==> src/rtl/hrl_pkg.sv <==
// Purpose: shared constants and types of the hopping radio link control
// Assumes: 10 MHz system clock
// Notes: byte streams travel as hrl_byte_t
package hrl_pkg;

  // ****************************************
  // timing
  // ****************************************
  localparam int CLK_PERIOD_NS = 100;
  localparam int DWELL_NS = 2000;
  localparam int DWELL_CYC = (DWELL_NS + CLK_PERIOD_NS - 1) / CLK_PERIOD_NS;
  localparam int PRE_UNIT_NS = 100000;
  localparam int PRE_UNIT_CYC = (PRE_UNIT_NS + CLK_PERIOD_NS - 1) / CLK_PERIOD_NS;
  localparam int GAP_NS = 200000;
  localparam int GAP_CYC = (GAP_NS + CLK_PERIOD_NS - 1) / CLK_PERIOD_NS;

  // ****************************************
  // channel plan
  // ****************************************
  localparam logic [7:0] CH_BAND_LOW = 8'hc8;
  localparam logic [7:0] CH_FIRST_OK = 8'hc9;
  localparam logic [5:0] CH_COUNT = 6'h33;
  localparam logic [5:0] HOP_STRIDE = 6'h13;
  localparam logic [19:0] BASE_KHZ = 20'hdc370;
  localparam logic [9:0] STEP_KHZ = 10'h1f4;
  localparam int PRE_MIN_CYC = (51 + 1) * DWELL_CYC;
  localparam int RX_WAIT_CYC = 2 * PRE_MIN_CYC;

  // ****************************************
  // payload buffer
  // ****************************************
  localparam int BUF_AW = 6;
  localparam logic [6:0] BUF_DEPTH = 7'h40;

  // ****************************************
  // register map
  // ****************************************
  localparam logic [7:0] REG_CTRL = 8'h00;
  localparam logic [7:0] REG_PRE = 8'h04;
  localparam logic [7:0] REG_CFG = 8'h08;
  localparam logic [7:0] REG_STAT = 8'h0c;
  localparam int CTRL_THR_LSB = 0;
  localparam int CTRL_LEN_LSB = 8;
  localparam int STAT_ST_LSB = 0;
  localparam int STAT_CH_LSB = 8;
  localparam int STAT_CNT_LSB = 16;
  localparam int STAT_DIS_BIT = 24;
  localparam int CFG_STANDBY_AWAKE_BIT = 4;
  localparam logic [7:0] THR_RST = 8'h0a;
  localparam logic [6:0] LEN_RST = 7'h40;
  localparam logic [15:0] PRE_RST = 16'h0014;
  localparam logic [7:0] CFG_RST = 8'h00;
  localparam logic [7:0] NOISE_RST = 8'hff;

  typedef enum logic [3:0] {
    ST_IDLE, ST_FILL, ST_LOAD, ST_PREAMBLE, ST_STREAM, ST_TXWAIT, ST_SCAN, ST_RECV, ST_ACK
  } hrl_state_t;

  typedef struct packed {
    logic valid;
    logic [7:0] data;
  } hrl_byte_t;

endpackage

==> src/rtl/hrl_mem.sv <==
// Purpose: small word memory with registered read data
// Assumes: one write and one read port on the system clock
// Notes: read data appear the cycle after the address
`timescale 1ns/10ps
module hrl_mem #(
  parameter int W = 8,
  parameter int AW = 6,
  parameter logic [W-1:0] INIT = '0
) (
  input wire logic i_sys_clk,
  input wire logic i_nrst,
  input wire logic i_we,
  input wire logic [AW-1:0] i_waddr,
  input wire logic [W-1:0] i_wdata,
  input wire logic [AW-1:0] i_raddr,
  output logic [W-1:0] o_rdata
);

  typedef struct packed {
    logic [(1<<AW)-1:0][W-1:0] arr;
    logic [W-1:0] rdata;
  } hrl_mem_state_t;

  hrl_mem_state_t r;
  hrl_mem_state_t next_r;

  always_comb begin
    next_r = r;
    if (i_we) begin
      next_r.arr[i_waddr] = i_wdata;
    end
    next_r.rdata = r.arr[i_raddr];
  end

  always_ff @(posedge i_sys_clk or negedge i_nrst) begin
    if (!i_nrst) begin
      r <= '{arr: {(1<<AW){INIT}}, rdata: '0};
    end else begin
      r <= next_r;
    end
  end

  assign o_rdata = r.rdata;

endmodule // hrl_mem

==> src/rtl/hrl_link.sv <==
// Purpose: control of a hopping packet radio: host buffering, hop tx, scan rx
// Assumes: host uart decoder and transceiver are logic on the same clock
// Notes: mode pin is asynchronous and is synchronised
`timescale 1ns/10ps
module hrl_link (
  input wire logic i_sys_clk,
  input wire logic i_nrst,
  input wire logic [7:0] i_addr,
  input wire logic [31:0] i_wdata,
  input wire logic i_wr,
  input wire logic i_rd,
  output logic [31:0] o_rdata,
  input wire hrl_pkg::hrl_byte_t i_host_rx,
  output logic o_rts,
  output hrl_pkg::hrl_byte_t o_host_tx,
  input wire logic i_host_tx_ready,
  output hrl_pkg::hrl_byte_t o_trx_tx,
  input wire logic i_trx_tx_ready,
  output logic o_trx_tx_on,
  output logic o_trx_preamble,
  input wire logic i_trx_tx_done,
  output logic o_trx_rx_on,
  output logic [7:0] o_trx_channel,
  output logic [19:0] o_trx_freq_khz,
  input wire logic [7:0] i_trx_rssi,
  input wire hrl_pkg::hrl_byte_t i_trx_rx,
  output logic o_trx_rx_ready,
  input wire logic i_trx_pkt_detect,
  input wire logic i_trx_pkt_end,
  input wire logic i_trx_ack_req,
  output logic o_trx_ack_send,
  input wire logic i_radio_receive_disable,
  output logic o_low_power_state
);

  // ****************************************
  // helpers
  // ****************************************
  function automatic logic [5:0] ch_add(input logic [5:0] a, input logic [5:0] b);
    logic [6:0] s;
    s = {1'b0, a} + {1'b0, b};
    return (s >= {1'b0, hrl_pkg::CH_COUNT}) ? 6'(s - {1'b0, hrl_pkg::CH_COUNT}) : s[5:0];
  endfunction
  // index 0..50 stands for channels 201..251, so the band edges never appear
  function automatic logic [7:0] ch_num(input logic [5:0] idx);
    return hrl_pkg::CH_FIRST_OK + {2'h0, idx};
  endfunction
  function automatic logic [19:0] ch_khz(input logic [7:0] ch);
    logic [7:0] off;
    off = ch - hrl_pkg::CH_BAND_LOW;
    return hrl_pkg::BASE_KHZ + 20'(off) * 20'(hrl_pkg::STEP_KHZ);
  endfunction
  localparam logic [27:0] DWELL_END = 28'(hrl_pkg::DWELL_CYC - 1);
  localparam logic [27:0] GAP_END = 28'(hrl_pkg::GAP_CYC - 1);
  localparam logic [27:0] PRE_MIN = 28'(hrl_pkg::PRE_MIN_CYC);
  localparam logic [27:0] PRE_UNIT = 28'(hrl_pkg::PRE_UNIT_CYC);
  localparam logic [27:0] RX_WAIT = 28'(hrl_pkg::RX_WAIT_CYC);
  // ****************************************
  // state
  // ****************************************
  typedef struct packed {
    hrl_pkg::hrl_state_t st;
    logic [7:0] thr;
    logic [6:0] len;
    logic [15:0] pre;
    logic [7:0] cfg;
    logic [31:0] rdata;
    logic dis_s1;
    logic dis_s2;
    logic [6:0] wr_ptr;
    logic [6:0] rd_ptr;
    logic [27:0] timer;
    logic [5:0] hop_idx;
    logic [5:0] scan_idx;
    logic stage_ok;
    logic stage_wait;
    logic tx_on;
    logic preamble;
    logic detected;
    logic ack;
    hrl_pkg::hrl_byte_t ob0;
    hrl_pkg::hrl_byte_t ob1;
  } hrl_link_state_t;
  hrl_link_state_t r;
  hrl_link_state_t next_r;
  logic [7:0] buf_rdata;
  logic [7:0] noise_rdata;
  logic buf_we;
  logic noise_we;
  logic [7:0] noise_new;
  logic host_take;
  logic rx_take;
  logic tx_take;
  logic is_active;
  logic [27:0] pre_len;
  logic [8:0] noise_sum;
  // ****************************************
  // memories
  // ****************************************
  hrl_mem #(.W(8), .AW(hrl_pkg::BUF_AW), .INIT(8'h00)) u_payload (
    .i_sys_clk(i_sys_clk),
    .i_nrst(i_nrst),
    .i_we(buf_we),
    .i_waddr(r.wr_ptr[5:0]),
    .i_wdata(i_host_rx.data),
    .i_raddr(r.rd_ptr[5:0]),
    .o_rdata(buf_rdata)
  );
  hrl_mem #(.W(8), .AW(6), .INIT(hrl_pkg::NOISE_RST)) u_noise (
    .i_sys_clk(i_sys_clk),
    .i_nrst(i_nrst),
    .i_we(noise_we),
    .i_waddr(r.scan_idx),
    .i_wdata(noise_new),
    .i_raddr(r.scan_idx),
    .o_rdata(noise_rdata)
  );
  // ****************************************
  // next state
  // ****************************************
  always_comb begin
    next_r = r;
    next_r.dis_s1 = i_radio_receive_disable;
    next_r.dis_s2 = r.dis_s1;
    // host may send only while rts is low
    host_take = i_host_rx.valid && !o_rts && (r.wr_ptr < hrl_pkg::BUF_DEPTH);
    buf_we = host_take;
    rx_take = i_trx_rx.valid && o_trx_rx_ready;
    tx_take = o_trx_tx.valid && i_trx_tx_ready;
    noise_sum = {1'b0, noise_rdata} + {1'b0, r.thr};
    is_active = ({1'b0, i_trx_rssi} >= noise_sum);
    noise_new = noise_rdata - {2'h0, noise_rdata[7:2]} + {2'h0, i_trx_rssi[7:2]};
    noise_we = 1'b0;
    pre_len = (28'(r.pre) * PRE_UNIT < PRE_MIN) ? PRE_MIN : 28'(r.pre) * PRE_UNIT;
    // register bus
    next_r.rdata = 32'h0000_0000;
    if (i_wr) begin
      case (i_addr)
        hrl_pkg::REG_CTRL: begin
          next_r.thr = i_wdata[hrl_pkg::CTRL_THR_LSB +: 8];
          next_r.len = i_wdata[hrl_pkg::CTRL_LEN_LSB +: 7];
        end
        hrl_pkg::REG_PRE: next_r.pre = i_wdata[15:0];
        hrl_pkg::REG_CFG: next_r.cfg = i_wdata[7:0];
        default: ;
      endcase
    end
    if (i_rd) begin
      case (i_addr)
        hrl_pkg::REG_CTRL: begin
          next_r.rdata[hrl_pkg::CTRL_THR_LSB +: 8] = r.thr;
          next_r.rdata[hrl_pkg::CTRL_LEN_LSB +: 7] = r.len;
        end
        hrl_pkg::REG_PRE: next_r.rdata[15:0] = r.pre;
        hrl_pkg::REG_CFG: next_r.rdata[7:0] = r.cfg;
        hrl_pkg::REG_STAT: begin
          next_r.rdata[hrl_pkg::STAT_ST_LSB +: 4] = r.st;
          next_r.rdata[hrl_pkg::STAT_CH_LSB +: 8] = o_trx_channel;
          next_r.rdata[hrl_pkg::STAT_CNT_LSB +: 7] = r.wr_ptr;
          next_r.rdata[hrl_pkg::STAT_DIS_BIT] = r.dis_s2;
        end
        default: ;
      endcase
    end
    // two-entry buffer toward the host
    if (o_host_tx.valid && i_host_tx_ready) begin
      next_r.ob0 = r.ob1;
      next_r.ob1 = '0;
    end
    if (rx_take) begin
      if (!next_r.ob0.valid) begin
        next_r.ob0 = '{valid: 1'b1, data: i_trx_rx.data};
      end else begin
        next_r.ob1 = '{valid: 1'b1, data: i_trx_rx.data};
      end
    end
    // payload staging: read data are valid one cycle after the pointer moves
    if (r.stage_wait) begin
      next_r.stage_wait = 1'b0;
      next_r.stage_ok = 1'b1;
    end
    if (tx_take) begin
      next_r.rd_ptr = r.rd_ptr + 7'h01;
      next_r.stage_ok = 1'b0;
      next_r.stage_wait = (r.rd_ptr + 7'h01) < r.wr_ptr;
    end
    if (host_take) begin
      next_r.wr_ptr = r.wr_ptr + 7'h01;
    end
    next_r.timer = r.timer + 28'h1;
    case (r.st)
      hrl_pkg::ST_IDLE: begin
        next_r.timer = '0;
        if (host_take) begin
          next_r.st = hrl_pkg::ST_FILL;
        end else if (!r.dis_s2) begin
          next_r.st = hrl_pkg::ST_SCAN;
        end
      end
      hrl_pkg::ST_FILL: begin
        if (host_take) begin
          next_r.timer = '0;
        end
        if ((next_r.wr_ptr >= r.len) || (next_r.wr_ptr == hrl_pkg::BUF_DEPTH) ||
            (r.timer >= GAP_END)) begin
          next_r.st = hrl_pkg::ST_LOAD;
          next_r.hop_idx = ch_add(r.hop_idx, hrl_pkg::HOP_STRIDE);
          next_r.rd_ptr = '0;
          next_r.stage_ok = 1'b0;
          next_r.stage_wait = 1'b1;
        end
      end
      hrl_pkg::ST_LOAD: begin
        if (tx_take) begin
          next_r.st = hrl_pkg::ST_PREAMBLE;
          next_r.tx_on = 1'b1;
          next_r.preamble = 1'b1;
          next_r.timer = '0;
        end
      end
      hrl_pkg::ST_PREAMBLE: begin
        if (r.timer >= pre_len - 28'h1) begin
          next_r.preamble = 1'b0;
          next_r.st = hrl_pkg::ST_STREAM;
        end
      end
      hrl_pkg::ST_STREAM: begin
        if (next_r.rd_ptr >= r.wr_ptr) begin
          next_r.st = hrl_pkg::ST_TXWAIT;
        end
      end
      hrl_pkg::ST_TXWAIT: begin
        if (i_trx_tx_done) begin
          next_r.tx_on = 1'b0;
          next_r.wr_ptr = '0;
          next_r.rd_ptr = '0;
          next_r.st = hrl_pkg::ST_IDLE;
        end
      end
      hrl_pkg::ST_SCAN: begin
        if (r.dis_s2) begin
          next_r.st = hrl_pkg::ST_IDLE;
        end else if (host_take) begin
          next_r.st = hrl_pkg::ST_FILL;
          next_r.timer = '0;
        end else if (r.timer >= DWELL_END) begin
          next_r.timer = '0;
          if (is_active) begin
            next_r.st = hrl_pkg::ST_RECV;
            next_r.detected = 1'b0;
          end else begin
            noise_we = 1'b1;
            next_r.scan_idx = ch_add(r.scan_idx, 6'h01);
          end
        end
      end
      hrl_pkg::ST_RECV: begin
        if (i_trx_pkt_detect) begin
          next_r.detected = 1'b1;
        end
        if (r.detected && i_trx_pkt_end) begin
          next_r.detected = 1'b0;
          next_r.timer = '0;
          if (i_trx_ack_req) begin
            next_r.st = hrl_pkg::ST_ACK;
            next_r.ack = 1'b1;
          end else begin
            next_r.st = hrl_pkg::ST_SCAN;
          end
        end else if (r.dis_s2 || (!r.detected && (r.timer >= RX_WAIT))) begin
          next_r.timer = '0;
          next_r.st = hrl_pkg::ST_SCAN;
        end
      end
      hrl_pkg::ST_ACK: begin
        if (i_trx_tx_done) begin
          next_r.ack = 1'b0;
          next_r.timer = '0;
          next_r.st = hrl_pkg::ST_SCAN;
        end
      end
      default: next_r.st = hrl_pkg::ST_IDLE;
    endcase
  end
  always_ff @(posedge i_sys_clk or negedge i_nrst) begin
    if (!i_nrst) begin
      r <= '{st: hrl_pkg::ST_IDLE, thr: hrl_pkg::THR_RST, len: hrl_pkg::LEN_RST,
             pre: hrl_pkg::PRE_RST, cfg: hrl_pkg::CFG_RST, default: '0};
    end else begin
      r <= next_r;
    end
  end
  // ****************************************
  // outputs
  // ****************************************
  assign o_rdata = r.rdata;
  assign o_rts = !((r.st == hrl_pkg::ST_IDLE) || (r.st == hrl_pkg::ST_FILL) ||
                   (r.st == hrl_pkg::ST_SCAN)) || (r.wr_ptr == hrl_pkg::BUF_DEPTH);
  assign o_host_tx = r.ob0;
  assign o_trx_tx.valid = r.stage_ok &&
                          ((r.st == hrl_pkg::ST_LOAD) || (r.st == hrl_pkg::ST_STREAM));
  assign o_trx_tx.data = buf_rdata;
  assign o_trx_tx_on = r.tx_on || r.ack;
  assign o_trx_preamble = r.preamble;
  assign o_trx_rx_on = (r.st == hrl_pkg::ST_SCAN) || (r.st == hrl_pkg::ST_RECV);
  assign o_trx_rx_ready = (r.st == hrl_pkg::ST_RECV) && r.detected && !r.ob1.valid;
  // the ack goes out on the channel the packet came in on
  assign o_trx_channel = (o_trx_rx_on || r.ack) ? ch_num(r.scan_idx) : ch_num(r.hop_idx);
  assign o_trx_freq_khz = ch_khz(o_trx_channel);
  assign o_trx_ack_send = r.ack;
  // bit 4 keeps the device awake while idle in stand-by
  assign o_low_power_state = ((r.st == hrl_pkg::ST_IDLE) || (r.st == hrl_pkg::ST_SCAN)) &&
                             (r.wr_ptr == 7'h00) && !r.ob0.valid && !o_rts &&
                             !(r.dis_s2 && r.cfg[hrl_pkg::CFG_STANDBY_AWAKE_BIT]);

endmodule // hrl_link

==> config.mk <==
export PLATFORM = sky130hd
export DESIGN_NAME = hrl_link
export DESIGN_NICKNAME = d
export VERILOG_FILES = /design/src/rtl/hrl_pkg.sv /design/src/rtl/hrl_mem.sv /design/src/rtl/hrl_link.sv
export SDC_FILE = /design/constraint.sdc
export NUM_CORES = 2
export LEC_CHECK = 0
export ABC_AREA = 1
export BUFFER_PORTS_ARGS = -buffer_cell sky130_fd_sc_hd__buf_2
export CAP_MARGIN = 10
export CORE_UTILIZATION = 68
export CTS_CLUSTER_SIZE = 10
export DETAILED_ROUTE_END_ITERATION = 6
export PLACE_DENSITY = 0.83
export REMOVE_ABC_BUFFERS = 1
export SYNTH_ARGS = -nofsm -noshare
export SYNTH_HDL_FRONTEND = slang
export SYNTH_SLANG_ARGS = --single-unit
==> constraint.sdc <==
create_clock -name i_sys_clk -period 13.6 [get_ports i_sys_clk]
set_clock_uncertainty 0.05 [all_clocks]
set_input_delay 2.04 -clock i_sys_clk [delete_from_list [all_inputs] [get_ports i_sys_clk]]
set_output_delay 2.04 -clock i_sys_clk [all_outputs]
set_load 0.02 [all_outputs]
==> impl_metrics.env <==
export IMPL_synth_seq_cells=1187
export IMPL_synth_cell_type_count=66
export IMPL_yosys_warnings=0
export IMPL_cts_tree="built"
export IMPL_cts_hold_fix_buffers=0
export IMPL_hold_class="reg -> reg"
export IMPL_cts_buffers=138
export IMPL_crit_fanout=12
export IMPL_wl_mm=165
export IMPL_crit_path_end_kind="output port"
export IMPL_period_share_pct=72.4
export IMPL_rsz0062_at_grt="false"
export IMPL_setup_viol=0
export IMPL_cts_htree_levels=4
export IMPL_drt_iter0_markers=6064
export IMPL_wl_per_cell_um=20.3
export IMPL_vias=51100
export IMPL_die_height_um=300
export IMPL_relSlewSlack_pct=17.9
export IMPL_seq_area_frac_synth_pct=50.1
export IMPL_clock_tree_root_cell="clkbuf_16"
export IMPL_synthFlopType="dfrtp_1"
export IMPL_slew_viol_final=0
export IMPL_setup_ws_ns=3.75
export IMPL_worst_pin_slew_ns=1.23
export IMPL_crit_arrival_ns=7.76
export IMPL_cts_sinks=1187
export IMPL_r2r_slack_ns=6.09
export IMPL_ios=162
export IMPL_outcome="complete, but fails checks"
export IMPL_drcViolationCount=1
export IMPL_synth_top_area_share_pct=27.7
export IMPL_violations="DRC"
export IMPL_coreArea_sq_mm=0.0882
export IMPL_nets=7233
export IMPL_dr_pass1_iters=7
export IMPL_drive_gt1_share_pct=14.5
export IMPL_async_flop_share_pct=100
export IMPL_post_place_ws_ns=4.54
export IMPL_period_needed_ns=9.85
export IMPL_rows=109
export IMPL_dieWidth_um=300
export IMPL_start_kind="register"
export IMPL_drv_cap=0
export IMPL_syn_inst=7047
export IMPL_max_freq_mhz=102
export IMPL_slowest_delay_ns=0.53
export IMPL_hold_violations=0
export IMPL_path_clk_slew_ns=0.06
export IMPL_critical_path_class="reg -> out"
export IMPL_grt_overflow=0
export IMPL_required_ns=11.51
export IMPL_port_buffers=133
export IMPL_syn_area_per_cell_sq_um=8.59
export IMPL_syn_cell_area_sq_mm=0.0605
export IMPL_synth_edff_count=0
export IMPL_tns_ns=0
export IMPL_clk_latency_ns=0.76
export IMPL_dieArea_sq_mm=0.0902
export IMPL_fillCellCount=6364
export IMPL_grt_pass1_wl_mm=263
export IMPL_vias_per_cell=6.28
export IMPL_slowest_stage="fa_1"
export IMPL_start_util_pct=68.6
export IMPL_cts_max_path_buffers=3
export IMPL_final_common_cell="nand2_1"
export IMPL_cts_setup_buffers=0
export IMPL_dpl_hpwl_mm=103
export IMPL_grt_pass1_vias=49100
export IMPL_ant_nets=0
export IMPL_grt_max_degree=203
export IMPL_utilization_pct=73.7
export IMPL_gr_usage_all_layers_pct=36.8
export IMPL_ys_top_cells_by_area="dfrtp_1 (28%), dfstp_2 (22%), nand2_1 (11%)"
export IMPL_layout_common_cells="nand2_1 (1822), o21ai_0 (1355), dfrtp_1 (667)"
export IMPL_cts_repair_resized=0
export IMPL_antenna_found_initial=3
export IMPL_routabilityCongestion=0.927
export IMPL_synth_largest_area_cell="dfrtp_1"
export IMPL_syn2layout_area_growth_pct=7.38
-- cell type report --
| cell class | count | area, sq um | area share [%] |
|---|---|---|---|
| repair buffers | 182 | 1090 | 1.68 |
| inverters | 487 | 1830 | 2.82 |
| flip-flops and latches | 1187 | 30400 | 46.7 |
| diodes | 1 | 2.50 | 0.00385 |
| clock buffers | 179 | 3680 | 5.66 |
| clock inverters | 14 | 200 | 0.308 |
| multi-input cells | 4912 | 26400 | 40.6 |
| well taps | 1165 | 1460 | 2.24 |
-- logic make-up (layout without fill, tap and decap cells) --
group,Yosys count,after routing,share of synthesized area (%)
mux,1,1,0.0186
xor+xnor,83,83,1.24
buf+inv,960,862,6.47
compound gates,1913,1913,17.9
simple gates,2653,2653,18.1
fa+ha+maj,248,248,6.11
other cells,2,15,0.0124
flops,1187,1187,50.1
-- critical path: cells and delay by family, from the launching register on --
family                   cells  cell delay [ns]
adder cells (fa/ha/maj)      7             2.66
XOR/XNOR                     4             1.16
AND/OR/NAND/NOR             11             1.15
buffers and inverters       10             1.00
AO/OA/AOI/OAI                4             0.63
flip-flops                   1             0.42
-- cells in the mapped netlist (14+ instances only) --
master,count
inv_1,441
clkinv_1,20
dfstp_2,517
buf_4,59
xnor2_1,24
o221ai_1,53
nand3_1,144
clkbuf_1,345
inv_2,26
a22oi_1,82
nand4_1,101
o21ai_1,21
ha_1,169
o21ai_0,1355
nand3b_1,14
fa_1,79
a221oi_1,67
a31oi_1,17
a21oi_1,91
o22ai_1,84
dfrtp_1,670
buf_2,53
o21a_1,18
xor2_1,56
o211ai_1,24
nand2_2,19
nand2_1,1822
nor3_1,40
nor2_2,16
a22o_1,51
nor2_1,437
-- state kept, by name, summed over array words and instances (netlist names) --
signal             flops
next_r                 1
o_host_tx              9
o_rdata               24
o_trx_ack_send         1
o_trx_preamble         1
r                    111
u_noise.o_rdata        8
u_noise.r            512
u_payload.o_rdata      8
u_payload.r          512
-- stage by stage --
step	instance area (sq um)	instances	hold slack, ns
after floorplan	58500	6586	0.281
after global placement	61100	7933	0.287
after detailed placement	61100	7933	0.298
after CTS	65000	8126	0.314
after global routing	65000	8126	0.314
final	65000	8127	0.318
-- final timing paths --
path / from / end / cells past startpoint
max: r[153]$_DFFE_PN0P_ / o_trx_freq_khz[16] / 36
min: next_r[78]$_DFF_PN0_ / r[78]$_DFF_PN0_ / 0
max reg2reg: r[122]$_DFFE_PN1P_ / r[152]$_DFFE_PN0P_ / 37
min reg2reg: next_r[78]$_DFF_PN0_ / r[78]$_DFF_PN0_ / 0
max in group asynchronous: i_nrst / u_noise.o_rdata[7]$_DFF_PN0_ / 3
min in group asynchronous: i_nrst / u_payload.r[294]$_DFFE_PN0P_ / 1
-- per-layer routing --
metal | vias to the layer above | share of wire, % | track usage (%)
met5 | - | 0.0042 | 0
met4 | 2 | 5.3 | 19.5
met3 | 550 | 8.9 | 7.22
met2 | 2528 | 47 | 58.3
met1 | 24800 | 39 | 48.2
li1 | 23200 | - | -
Power is not shown: default switching activity piles up to over one toggle a cycle in this logic, so the estimate is an artifact.
